--- config.mk ---
export PLATFORM = sky130hd
export DESIGN_NAME = tcc_channel
export DESIGN_NICKNAME = d
export VERILOG_FILES = /design/src/tcc_input_filter.v /design/src/tcc_channel.v
export VERILOG_INCLUDE_DIRS = /design/src
export SDC_FILE = /design/constraint.sdc
export NUM_CORES = 1
export LEC_CHECK = 0
export BUFFER_PORTS_ARGS = -buffer_cell sky130_fd_sc_hd__buf_2
export CORE_ASPECT_RATIO = 0.6
export CORE_MARGIN = 2
export CORE_UTILIZATION = 60
export CTS_CLUSTER_DIAMETER = 40
export DETAILED_ROUTE_END_ITERATION = 12
export PLACE_DENSITY = 0.82
export SLEW_MARGIN = 20
export SYNTH_ARGS = -nofsm -noshare
export SYNTH_HDL_FRONTEND = slang
export SYNTH_SLANG_ARGS = --single-unit
--- constraint.sdc ---
create_clock -name clk_sys -period 4.75 [get_ports clk_sys]
set_clock_uncertainty 0.2 [all_clocks]
set_input_delay 0.7125 -clock clk_sys [delete_from_list [all_inputs] [get_ports clk_sys]]
set_output_delay 0.7125 -clock clk_sys [all_outputs]
set_load 0.01 [all_outputs]
--- src/tcc_defs.vh ---
// Register map, field layout and codes for the capture/compare channel pair
`ifndef TCC_DEFS_VH
`define TCC_DEFS_VH

`define TCC_OFF_CFG1    8'h00
`define TCC_OFF_CFG2    8'h04
`define TCC_OFF_SLAVE   8'h08
`define TCC_OFF_STATUS  8'h0c
`define TCC_OFF_EVENT   8'h10
`define TCC_OFF_CCR1H   8'h14
`define TCC_OFF_CCR1L   8'h18
`define TCC_OFF_CCR2H   8'h1c
`define TCC_OFF_CCR2L   8'h20
`define TCC_OFF_STATE   8'h24

`define TCC_CFG_W       15
`define TCC_CFG_RESET   15'h0000
`define TCC_SEL_LSB     0
`define TCC_PSC_LSB     2
`define TCC_FLT_LSB     4
`define TCC_OM_LSB      8
`define TCC_PE_BIT      11
`define TCC_POL_BIT     12
`define TCC_EN_BIT      13
`define TCC_IE_BIT      14

`define TCC_SEL_OUT     2'h0
`define TCC_SEL_OWN     2'h1
`define TCC_SEL_OTHER   2'h2

`define TCC_OM_HOLD     3'h0
`define TCC_OM_SET      3'h1
`define TCC_OM_CLEAR    3'h2
`define TCC_OM_TOGGLE   3'h3
`define TCC_OM_FORCE_LO 3'h4
`define TCC_OM_FORCE_HI 3'h5

`define TCC_TS_LSB      0
`define TCC_SMS_LSB     4
`define TCC_SLAVE_RESET 7'h00
`define TCC_TS_CH1_EDGE 3'h5
`define TCC_TS_CH2_EDGE 3'h6
`define TCC_SMS_RESET   3'h4

`define TCC_FLT_STEP    3'h0

`endif

--- src/tcc_input_filter.v ---
// Digital input filter: a new level passes after N equal consecutive samples
`timescale 1ns/1ns
`include "tcc_defs.vh"
module tcc_input_filter (
  input  wire       clk_sys,
  input  wire       reset_n,
  input  wire       sampleIn,
  input  wire [3:0] filterSetting,
  output reg        filtered
);
  reg  [6:0] runLength;
  wire [6:0] needed;

  // 0:1, 1:2, 2:4, 3:8 samples, then steps of eight up to 104
  assign needed = (filterSetting == 4'h0) ? 7'h01 :
                  (filterSetting < 4'h4) ? (7'h01 << filterSetting[1:0]) :
                  {filterSetting - 4'h2, `TCC_FLT_STEP};

  always @(posedge clk_sys) begin
    if (!reset_n) begin
      filtered  <= 1'b0;
      runLength <= 7'h00;
    end else if (sampleIn == filtered) begin
      runLength <= 7'h00;
    end else if ((runLength + 7'h01) == needed) begin
      filtered  <= sampleIn;
      runLength <= 7'h00;
    end else begin
      runLength <= runLength + 7'h01;
    end
  end
endmodule

--- src/tcc_channel.v ---
// Two capture/compare channels with APB registers, input stage and output stage
`timescale 1ns/1ns
`include "tcc_defs.vh"
module tcc_channel (
  input  wire        clk_sys,
  input  wire        reset_n,
  input  wire [7:0]  paddr,
  input  wire        psel,
  input  wire        penable,
  input  wire        pwrite,
  input  wire [31:0] pwdata,
  output reg  [31:0] prdata,
  output wire        pready,
  output wire        pslverr,
  input  wire [1:0]  channelPin,
  input  wire [15:0] counterValue,
  input  wire        updateEvent,
  output reg  [1:0]  channelOut,
  output reg  [1:0]  channelOutEnable,
  output wire [1:0]  captureIrq,
  output reg         triggerEdge,
  output reg         counterReset
);
  wire       access  = psel & penable;
  wire       wrStrobe = access & pwrite;
  wire       rdStrobe = access & ~pwrite;
  reg        addrHit;

  reg  [1:0] pinMeta;
  reg  [1:0] pinSync;
  wire [1:0] filtered;
  reg  [1:0] filtPrev;

  reg  [6:0] slaveCfg;
  reg  [1:0] captureFlag;
  reg  [1:0] overcaptureFlag;

  wire [1:0]  capEvent;
  wire [1:0]  captureTaken;
  wire [1:0]  lowReadClear;
  wire [1:0]  irqEnable;
  wire [1:0]  refWave;
  wire [1:0]  hiPendingView;
  wire [1:0]  readLockView;
  wire [1:0]  ch1EdgeView;
  wire [31:0] ccrView;
  wire [29:0] cfgView;

  wire       wrStatus = wrStrobe & (paddr == `TCC_OFF_STATUS);
  wire       wrEvent  = wrStrobe & (paddr == `TCC_OFF_EVENT);
  wire [1:0] swGen    = wrEvent ? pwdata[1:0] : 2'h0;
  wire [1:0] capClear = (wrStatus ? ~pwdata[1:0] : 2'h0) | lowReadClear;
  wire [1:0] ovClear  = wrStatus ? ~pwdata[3:2] : 2'h0;

  assign pready  = 1'b1;
  assign pslverr = access & ~addrHit;
  assign captureIrq = captureFlag & irqEnable;

  always @* begin
    case (paddr)
      `TCC_OFF_CFG1, `TCC_OFF_CFG2, `TCC_OFF_SLAVE, `TCC_OFF_STATUS,
      `TCC_OFF_EVENT, `TCC_OFF_CCR1H, `TCC_OFF_CCR1L, `TCC_OFF_CCR2H,
      `TCC_OFF_CCR2L, `TCC_OFF_STATE: addrHit = 1'b1;
      default: addrHit = 1'b0;
    endcase
  end

  // Read data is captured in the setup phase so it stands for the access phase
  always @(posedge clk_sys) begin
    if (!reset_n) begin
      prdata <= 32'h00000000;
    end else if (psel & ~penable & ~pwrite) begin
      case (paddr)
        `TCC_OFF_CFG1:   prdata <= {17'h00000, cfgView[14:0]};
        `TCC_OFF_CFG2:   prdata <= {17'h00000, cfgView[29:15]};
        `TCC_OFF_SLAVE:  prdata <= {25'h0000000, slaveCfg};
        `TCC_OFF_STATUS: prdata <= {28'h0000000, overcaptureFlag, captureFlag};
        `TCC_OFF_CCR1H:  prdata <= {24'h000000, ccrView[15:8]};
        `TCC_OFF_CCR1L:  prdata <= {24'h000000, ccrView[7:0]};
        `TCC_OFF_CCR2H:  prdata <= {24'h000000, ccrView[31:24]};
        `TCC_OFF_CCR2L:  prdata <= {24'h000000, ccrView[23:16]};
        `TCC_OFF_STATE:  prdata <= {22'h000000, channelOut, readLockView,
                                    hiPendingView, refWave, filtered};
        default:         prdata <= 32'h00000000;
      endcase
    end
  end

  always @(posedge clk_sys) begin
    if (!reset_n) begin
      pinMeta  <= 2'h0;
      pinSync  <= 2'h0;
      filtPrev <= 2'h0;
      slaveCfg <= `TCC_SLAVE_RESET;
    end else begin
      pinMeta  <= channelPin;
      pinSync  <= pinMeta;
      filtPrev <= filtered;
      if (wrStrobe && paddr == `TCC_OFF_SLAVE)
        slaveCfg <= pwdata[6:0];
    end
  end

  // A flag raised in the same cycle as its clear stays set
  always @(posedge clk_sys) begin
    if (!reset_n) begin
      captureFlag     <= 2'h0;
      overcaptureFlag <= 2'h0;
    end else begin
      captureFlag     <= (captureFlag & ~capClear) | capEvent;
      overcaptureFlag <= (overcaptureFlag & ~ovClear) |
                         (captureTaken & captureFlag);
    end
  end

  // Slave controller hook: trigger from a channel edge path, reset mode
  wire [2:0] trigSel   = slaveCfg[`TCC_TS_LSB +: 3];
  wire [2:0] slaveMode = slaveCfg[`TCC_SMS_LSB +: 3];
  wire       trigNow   = (trigSel == `TCC_TS_CH1_EDGE) ? ch1EdgeView[0] :
                         (trigSel == `TCC_TS_CH2_EDGE) ? ch1EdgeView[1] : 1'b0;

  always @(posedge clk_sys) begin
    if (!reset_n) begin
      triggerEdge  <= 1'b0;
      counterReset <= 1'b0;
    end else begin
      triggerEdge  <= trigNow;
      counterReset <= trigNow & (slaveMode == `TCC_SMS_RESET);
    end
  end

  genvar i;
  generate
    for (i = 0; i < 2; i = i + 1) begin : gen_ch
      reg  [`TCC_CFG_W-1:0] cfg;
      reg  [15:0] preload;
      reg  [15:0] shadow;
      reg         hiPending;
      reg         readLock;
      reg  [2:0]  pscCount;
      reg         matchPrev;
      reg         refOut;
      reg         nextRef;

      wire [1:0] sel     = cfg[`TCC_SEL_LSB +: 2];
      wire [1:0] psc     = cfg[`TCC_PSC_LSB +: 2];
      wire [2:0] om      = cfg[`TCC_OM_LSB +: 3];
      wire       preEn   = cfg[`TCC_PE_BIT];
      wire       pol     = cfg[`TCC_POL_BIT];
      wire       enable  = cfg[`TCC_EN_BIT];
      wire [7:0] cfgAddr = (i == 0) ? `TCC_OFF_CFG1 : `TCC_OFF_CFG2;
      wire [7:0] hiAddr  = (i == 0) ? `TCC_OFF_CCR1H : `TCC_OFF_CCR2H;
      wire [7:0] loAddr  = (i == 0) ? `TCC_OFF_CCR1L : `TCC_OFF_CCR2L;
      wire       wrHi    = wrStrobe & (paddr == hiAddr);
      wire       wrLo    = wrStrobe & (paddr == loAddr);
      wire       rdHi    = psel & ~penable & ~pwrite & (paddr == hiAddr);
      wire       rdLo    = rdStrobe & (paddr == loAddr);

      wire inputMode = (sel == `TCC_SEL_OWN) | (sel == `TCC_SEL_OTHER);
      // Selection 11 parks the channel: no capture and no pin drive
      wire outMode   = (sel == `TCC_SEL_OUT);
      wire srcCur    = (sel == `TCC_SEL_OTHER) ? filtered[1-i] : filtered[i];
      wire srcPrev   = (sel == `TCC_SEL_OTHER) ? filtPrev[1-i] : filtPrev[i];
      wire edgeSeen  = pol ? (srcPrev & ~srcCur) : (~srcPrev & srcCur);
      wire ownEdge   = pol ? (filtPrev[i] & ~filtered[i]) : (~filtPrev[i] & filtered[i]);

      wire [2:0] pscLast = (3'h1 << psc) - 3'h1;
      wire       active  = inputMode & enable;
      wire       pscHit  = active & edgeSeen & (pscCount == pscLast);
      wire       capture = active & (pscHit | swGen[i]);

      wire matchNow = ~inputMode & (counterValue == shadow);
      wire match    = matchNow & ~matchPrev;

      tcc_input_filter u_filter (
        .clk_sys       (clk_sys),
        .reset_n       (reset_n),
        .sampleIn      (pinSync[i]),
        .filterSetting (cfg[`TCC_FLT_LSB +: 4]),
        .filtered      (filtered[i])
      );

      assign capEvent[i]      = capture | match | (swGen[i] & ~inputMode);
      assign captureTaken[i]  = capture;
      assign lowReadClear[i]  = rdLo & inputMode;
      assign irqEnable[i]     = cfg[`TCC_IE_BIT];
      assign refWave[i]       = refOut;
      assign hiPendingView[i] = hiPending;
      assign readLockView[i]  = readLock;
      assign ch1EdgeView[i]   = ownEdge;
      assign ccrView[i*16 +: 16]  = preload;
      assign cfgView[i*15 +: 15]  = cfg;

      always @* begin
        nextRef = refOut;
        case (om)
          `TCC_OM_HOLD:     nextRef = refOut;
          `TCC_OM_SET:      if (match) nextRef = 1'b1;
          `TCC_OM_CLEAR:    if (match) nextRef = 1'b0;
          `TCC_OM_TOGGLE:   if (match) nextRef = ~refOut;
          `TCC_OM_FORCE_LO: nextRef = 1'b0;
          `TCC_OM_FORCE_HI: nextRef = 1'b1;
          default:          nextRef = refOut;
        endcase
      end

      always @(posedge clk_sys) begin
        if (!reset_n) begin
          cfg       <= `TCC_CFG_RESET;
          pscCount  <= 3'h0;
          matchPrev <= 1'b0;
          refOut    <= 1'b0;
        end else begin
          if (wrStrobe && paddr == cfgAddr)
            cfg <= pwdata[`TCC_CFG_W-1:0];
          if (!active)
            pscCount <= 3'h0;
          else if (edgeSeen)
            pscCount <= (pscCount == pscLast) ? 3'h0 : pscCount + 3'h1;
          matchPrev <= matchNow;
          // Reference only changes by mode or match, never by update event
          refOut    <= ~inputMode & nextRef;
        end
      end

      always @(posedge clk_sys) begin
        if (!reset_n) begin
          preload   <= 16'h0000;
          shadow    <= 16'h0000;
          hiPending <= 1'b0;
          readLock  <= 1'b0;
        end else if (inputMode) begin
          hiPending <= 1'b0;
          // Software writes are dropped: the capture value is read-only here
          if (capture)
            shadow <= counterValue;
          // Freeze starts in the high-byte setup cycle, when its read data is loaded,
          // so a capture there cannot split the pair
          if (rdHi)
            readLock <= 1'b1;
          else if (rdLo)
            readLock <= 1'b0;
          if (!readLock && !rdHi)
            preload <= capture ? counterValue : shadow;
        end else begin
          readLock <= 1'b0;
          if (wrHi) begin
            preload[15:8] <= pwdata[7:0];
            hiPending     <= 1'b1;
          end else if (wrLo) begin
            preload[7:0] <= pwdata[7:0];
            hiPending    <= 1'b0;
            if (!preEn)
              shadow <= {preload[15:8], pwdata[7:0]};
          end else if (updateEvent && preEn && !hiPending) begin
            shadow <= preload;
          end
        end
      end

      // Polarity and enable sit at the very end of the output chain
      always @(posedge clk_sys) begin
        if (!reset_n) begin
          channelOut[i]       <= 1'b0;
          channelOutEnable[i] <= 1'b0;
        end else begin
          channelOut[i]       <= enable & outMode & (refOut ^ pol);
          channelOutEnable[i] <= enable & outMode;
        end
      end
    end
  endgenerate
endmodule

==> results.cfg, run 1 <==
[clock_network]
htreeDepth = 4
clk_pin_slew_ns = 0.07
cts_setup_buffers = 0
cts_sinks = 162
clock_tree.buffer_depth = 2
cts_buffers = 17
clockRootBuffer = clkbuf_16
cts_resized = 0
cts_tree = yes
clk_latency_ns = 0.42
hold_buffers = 0

[worst_hold_path]
hold_depth = 1
min_path_type = flop to flop
worstHoldStart = pinMeta[1]
holdPathEnd = pinSync[1]

[placed_design]
placed_cells = 1357
dpl.hpwl_um = 20380
gp_congestion = 0.9953
dpl_cell_area_um2 = 9607
io_buffers = 70

[yosys]
ys_ff_latch = 162
synth_flop_cell = dfxtp_1
yosys_warnings = 0
synth_cell_types = 78
synth_edf_count = 0
ys_seq_area_share_pct = 35.22
synth.cell_area_um2 = 9208
synth_cells = 1133
async_reset_ff_share_pct = 0
synth.avg_cell_area_um2 = 8.127

[floorplan]
die_w_um = 163.9
fp.dieH_um = 99.96
core_area_um2 = 15200
die_area_um2 = 16390
start_util_pct = 60.59
rows = 35
num_io_pins = 106

[critical_path]
r2r-start = gen_ch[0].cfg[1]
worstSetupEndpointType = flop
ff2ff_path_depth = 6
required_ns = 4.89
worstPathArrival_ns = 3.55
r2r_end = gen_ch[0].preload[0]
r2r_slack_ns = 1.59
critical_path_class = primary input to flop
start_kind = primary input
cp_max_fo = 18

[sta]
finalHoldViolations = 0
tns_ns = 0
fmax_mhz = 293.8
worstMarginPinSlew_ns = 1.154
setup_viol = 0
fin_hold_ws_ns = 0.2401
finalCriticalPeriod_ns = 3.404
max_slew_margin_pct = 22.68
fin_crit_sh_pct = 71.66
rsz0062_at_grt = no
drv_slew = 0

[global_routing]
grt_pass1_wl_um = 43810
gr-total-overflow = 0
grt_start_max_net_pins = 70
grt_usage_pct = 34.88
antenna_found_initial = 1
first_global_vias = 7869

[drt]
drtIter0Drc = 1258
vias_per_cell = 6.454
drt-total-wl_um = 28510
dr.pass1.iters = 7
avgRoutedWirePerCell_um = 20.54
antenna_left = 0
via_count = 8958
post-route-drc-count = 0

[power]
comb_power_share_pct = 6.4
p_int_uw = 2249
p_sw_uw = 724.5
power.density_nw_per_um2 = 291.7
power.leakage_uw = 0.003575
p_seq_share_pct = 46.2
p_clk_share_pct = 47.4
ir_worst_vdd_mv = 0.2408
swShare_pct = 24.37

[cells_and_area]
fin_nets = 1251
multiInputGateArea_um2 = 5482
fill_cells = 1250
drive_gt1_share_pct = 14.95
register_area_um2 = 3243
layoutNonFillerInstCount = 1388
area_delta_synth_final_pct = 10.72
finalInstanceArea_um2 = 10190

[job]
max_cap_violations = 0

[run_status]
status = finished, final reports clean
## Yosys cell counts, drive strengths merged (6+ instances only)
| library cell | number | area [um^2] |
|---|---|---|
| mux2 | 23 | 259.0 |
| inv | 30 | 112.6 |
| nor2b | 6 | 37.54 |
| buf | 34 | 246.5 |
| a211oi | 11 | 82.58 |
| o221ai | 11 | 96.34 |
| clkbuf | 53 | 198.9 |
| a31oi | 18 | 112.6 |
| a21oi | 64 | 320.3 |
| nand2 | 192 | 720.7 |
| xnor2 | 43 | 376.6 |
| o21ai | 72 | 360.3 |
| a221oi | 11 | 96.34 |
| xor2 | 7 | 61.31 |
| and2 | 11 | 68.82 |
| a22oi | 32 | 240.2 |
| dfxtp | 162 | 3243 |
| nor3 | 12 | 65.06 |
| o31ai | 18 | 175.2 |
| nand4 | 12 | 75.07 |
| a32oi | 10 | 87.58 |
| o32ai | 9 | 78.83 |
| nand2b | 40 | 257.7 |
| mux2i | 46 | 460.4 |
| nand3b | 6 | 45.04 |
| nand3 | 27 | 140.1 |
| nor2 | 87 | 326.6 |
| ha | 14 | 175.2 |
| and3 | 9 | 56.30 |
## worst max-delay path by stage
stage	slack (ns)	end	from
floorplan	1.99	pslverr	paddr[5]
global placement	1.16	gen_ch[0].cfg[9]	paddr[5]
detailed placement	1.10	gen_ch[1].preload[0]	paddr[3]
CTS	1.53	gen_ch[1].preload[0]	paddr[3]
global route	1.19	gen_ch[1].preload[0]	paddr[3]
finish	1.35	gen_ch[1].preload[0]	paddr[3]
## cell families (layout without fill, tap and decap cells)
family	after synthesis	after routing	synth area share [%]
AO/OA/AOI/OAI	292	292	21.66
XOR/XNOR	51	51	5.001
adder cells (fa/ha/maj)	14	14	1.902
buffers and inverters	117	152	6.061
flip-flops	162	162	35.22
multiplexers	72	72	8.547
other	2	19	0.08156
AND/OR/NAND/NOR	423	423	21.52
## cell type report
cell class / count / area share, %
clock inverters: 12 / 1.534
clock buffers: 18 / 4.210
flip-flops and latches: 162 / 31.81
well taps: 203 / 2.491
inverters: 30 / 1.105
multi-input cells: 870 / 53.77
diodes: 1 / 0.02455
repair buffers: 92 / 5.056
## power by group through the flow
stage                     logic, uW  registers, uW  clock network (uW)
after floorplan                 106           1410                   0
after global placement          179           1400                   0
after detailed placement        181           1400                   0
after CTS                       182           1370                1410
after global routing            199           1370                1470
final                           191           1370                1410
## worst max-delay path, cell delays in order
cell,delay (ns)
buf_2,0.25
nor4_2,0.46
buf_4,0.28
nand4_1,0.48
nand2b_1,0.59
nand2_1,0.38
o221ai_1,0.19
a21oi_1,0.20
## metrics by stage
step / total power, uW / util (%) / worst slack, ns
2_1_floorplan: 1511 / - / 1.990
3_3_place_gp: 1582 / 63.22 / 1.162
3_5_place_dp: 1585 / 63.22 / 1.099
4_1_cts: 2969 / 67.07 / 1.531
5_1_grt: 3044 / 67.09 / 1.186
6_report: 2974 / 67.09 / 1.346
## per-layer routing
| layer | part of all wire (%) | up-vias | GRT usage [%] |
|---|---|---|---|
| met1 | 42 | 4169 | 51.90 |
| met5 | 0 | - | 0 |
| met3 | 16 | 69 | 11.24 |
| li1 | - | 4098 | - |
| met4 | 2.3 | 0 | 8.637 |
| met2 | 39 | 622 | 48.38 |
## flip-flops by register name (all words and copies together) (netlist names), 6 cells and up
name and cells:
gen_ch.preload 32, gen_ch.shadow 32, gen_ch.cfg 30, prdata 15
gen_ch.u_filter.runLength 14, slaveCfg 7, gen_ch.pscCount 6
## cell usage in the layout, fill, tap and decap left out, types with 23 or more instances in the layout
cell type | Yosys | routed
nand3_1 | 26 | 26
dfxtp_1 | 162 | 162
xnor2_1 | 43 | 43
buf_2 | 10 | 70
inv_1 | 29 | 29
nand2_1 | 192 | 192
mux2i_1 | 46 | 46
nand2b_1 | 39 | 39
mux2_2 | 23 | 23
o21ai_0 | 65 | 65
a22oi_1 | 32 | 32
a21oi_1 | 64 | 64
nor2_1 | 87 | 87
Power figures use the tool's default switching activity.
==> run 2, diff against run 1 <==
- CORE_UTILIZATION: 60 -> 59
- PLACE_DENSITY: 0.82 -> 0.8
- clock period: 4.75 -> 3.4 ns (I/O delays scaled with it)
==> run 2 against run 1 <==
Critical path depth down 1; combinational power up 41%; hold slack worse by 0.16 ns; global-route usage up 1.1 points; sequential power up 40%; non-clock buffer count up 16; highest routed layer unchanged.
==> results.cfg, run 2 (same netlist as run 1, synthesis figures left out) <==
[global_routing]
grt_usage_pct = 36.02
grt_start_max_net_pins = 53
gr-total-overflow = 0
grt_pass1_wl_um = 45670
first_global_vias = 8217
antenna_found_initial = 1

[sta]
fmax_mhz = 338.2
fin_crit_sh_pct = 86.95
finalHoldViolations = 0
rsz0062_at_grt = no
max_slew_margin_pct = 42.20
setup_viol = 0
worstMarginPinSlew_ns = 0.8638
tns_ns = 0
drv_slew = 0
finalCriticalPeriod_ns = 2.956

[floorplan]
core_area_um2 = 15280
rows = 35
start_util_pct = 60.25
num_io_pins = 106
die_area_um2 = 16650
die_w_um = 165.3
fp.dieH_um = 100.8

[cells_and_area]
fin_nets = 1267
drive_gt1_share_pct = 16.15
area_delta_synth_final_pct = 11.60
fill_cells = 1301
multiInputGateArea_um2 = 5482
final_cell_mix = nand2_1, dfxtp_1, nor2_1
layoutNonFillerInstCount = 1405
register_area_um2 = 3243
largestRegisters = gen_ch.preload x32, gen_ch.shadow x32, gen_ch.cfg x30
final_common_cell = nand2_1
finalInstanceArea_um2 = 10280

[power]
power.leakage_uw = 0.003629
power.density_nw_per_um2 = 391.6
ir_worst_vdd_mv = 0.3465

[worst_hold_path]
min_path_type = primary input to flop
hold_depth = 2

[job]
max_cap_violations = 0

[critical_path]
r2r_slack_ns = 0.44
critical_path_class = flop to flop
worstPathArrival_ns = 3.05
ff2ff_path_depth = 7
cp_max_fo = 14
worstSetupEndpointType = flop
start_kind = flop
required_ns = 3.49

[run_status]
status = finished, final reports clean

[drt]
dr.pass1.iters = 6
via_count = 8946
post-route-drc-count = 0
avgRoutedWirePerCell_um = 20.72
drtIter0Drc = 1177
antenna_left = 0
vias_per_cell = 6.367
drt-total-wl_um = 29110

[placed_design]
placed_cells = 1373
dpl_cell_area_um2 = 9727
dpl.hpwl_um = 21240
io_buffers = 70
gp_congestion = 1.069

[clock_network]
clockRootBuffer = clkbuf_16
clk_pin_slew_ns = 0.07
cts_sinks = 162
cts_setup_buffers = 0
clock_tree.buffer_depth = 2
cts_tree = yes
clk_latency_ns = 0.43
cts_resized = 0
hold_buffers = 0
cts_buffers = 17
htreeDepth = 4
-- run 2: report_power, final --
| group | total [uW] | internal (uW) | switching (uW) |
|---|---|---|---|
| clock network | 1840 | 959 | 878 |
| logic | 269 | 83.8 | 185 |
| registers | 1920 | 1910 | 8.59 |
-- run 2: through the flow --
stage / power [uW] / setup WS, ns / utilization [%] / hold slack (ns)
CTS: 4013 / 0.4868 / 67.22 / 0.08273
global placement: 2214 / 0.2998 / 63.64 / 0.2201
detailed placement: 2218 / 0.2395 / 63.64 / 0.2238
global route: 4139 / 0.3650 / 67.24 / 0.08331
finish: 4024 / 0.4435 / 67.24 / 0.08338
floorplan: 2111 / 0.8604 / - / 0.2119
-- run 2: layout make-up --
class / count / area share, %
Clock buffer: 18 / 4.176
Antenna cell: 1 / 0.02435
Tap cell: 203 / 2.472
Timing Repair Buffer: 108 / 6.185
Sequential cell: 162 / 31.56
Inverter: 30 / 1.096
Clock inverter: 13 / 1.145
Multi-Input combinational cell: 870 / 53.34
-- run 2: metal layers --
layer | routed length [um] | GRT usage (%) | share of wire, % | vias to the layer above
met5 | 0 | 0 | 0 | -
li1 | - | - | - | 4116
met2 | 11680 | 50.22 | 40 | 596
met3 | 4371 | 13.37 | 15 | 60
met4 | 518 | 8.963 | 1.8 | 0
met1 | 12550 | 52.22 | 43 | 4174
-- run 2: path summary, 6_finish.rpt --
| kind | startpoint | endpoint |
|---|---|---|
| setup / recovery | gen_ch[0].cfg[1] | gen_ch[0].preload[14] |
| hold / removal | channelPin[0] | pinMeta[0] |
| setup reg to reg | gen_ch[0].cfg[1] | gen_ch[0].preload[14] |
| hold reg to reg | pinMeta[1] | pinSync[1] |
-- run 2: worst max-delay path: stages, from the launching register on --
cell	delay (ns)
dfxtp_1	0.43
ha_1	0.25
mux4_2	0.63
a31o_4	0.27
a21boi_4	0.46
buf_4	0.24
mux2i_1	0.24
o31ai_2	0.09
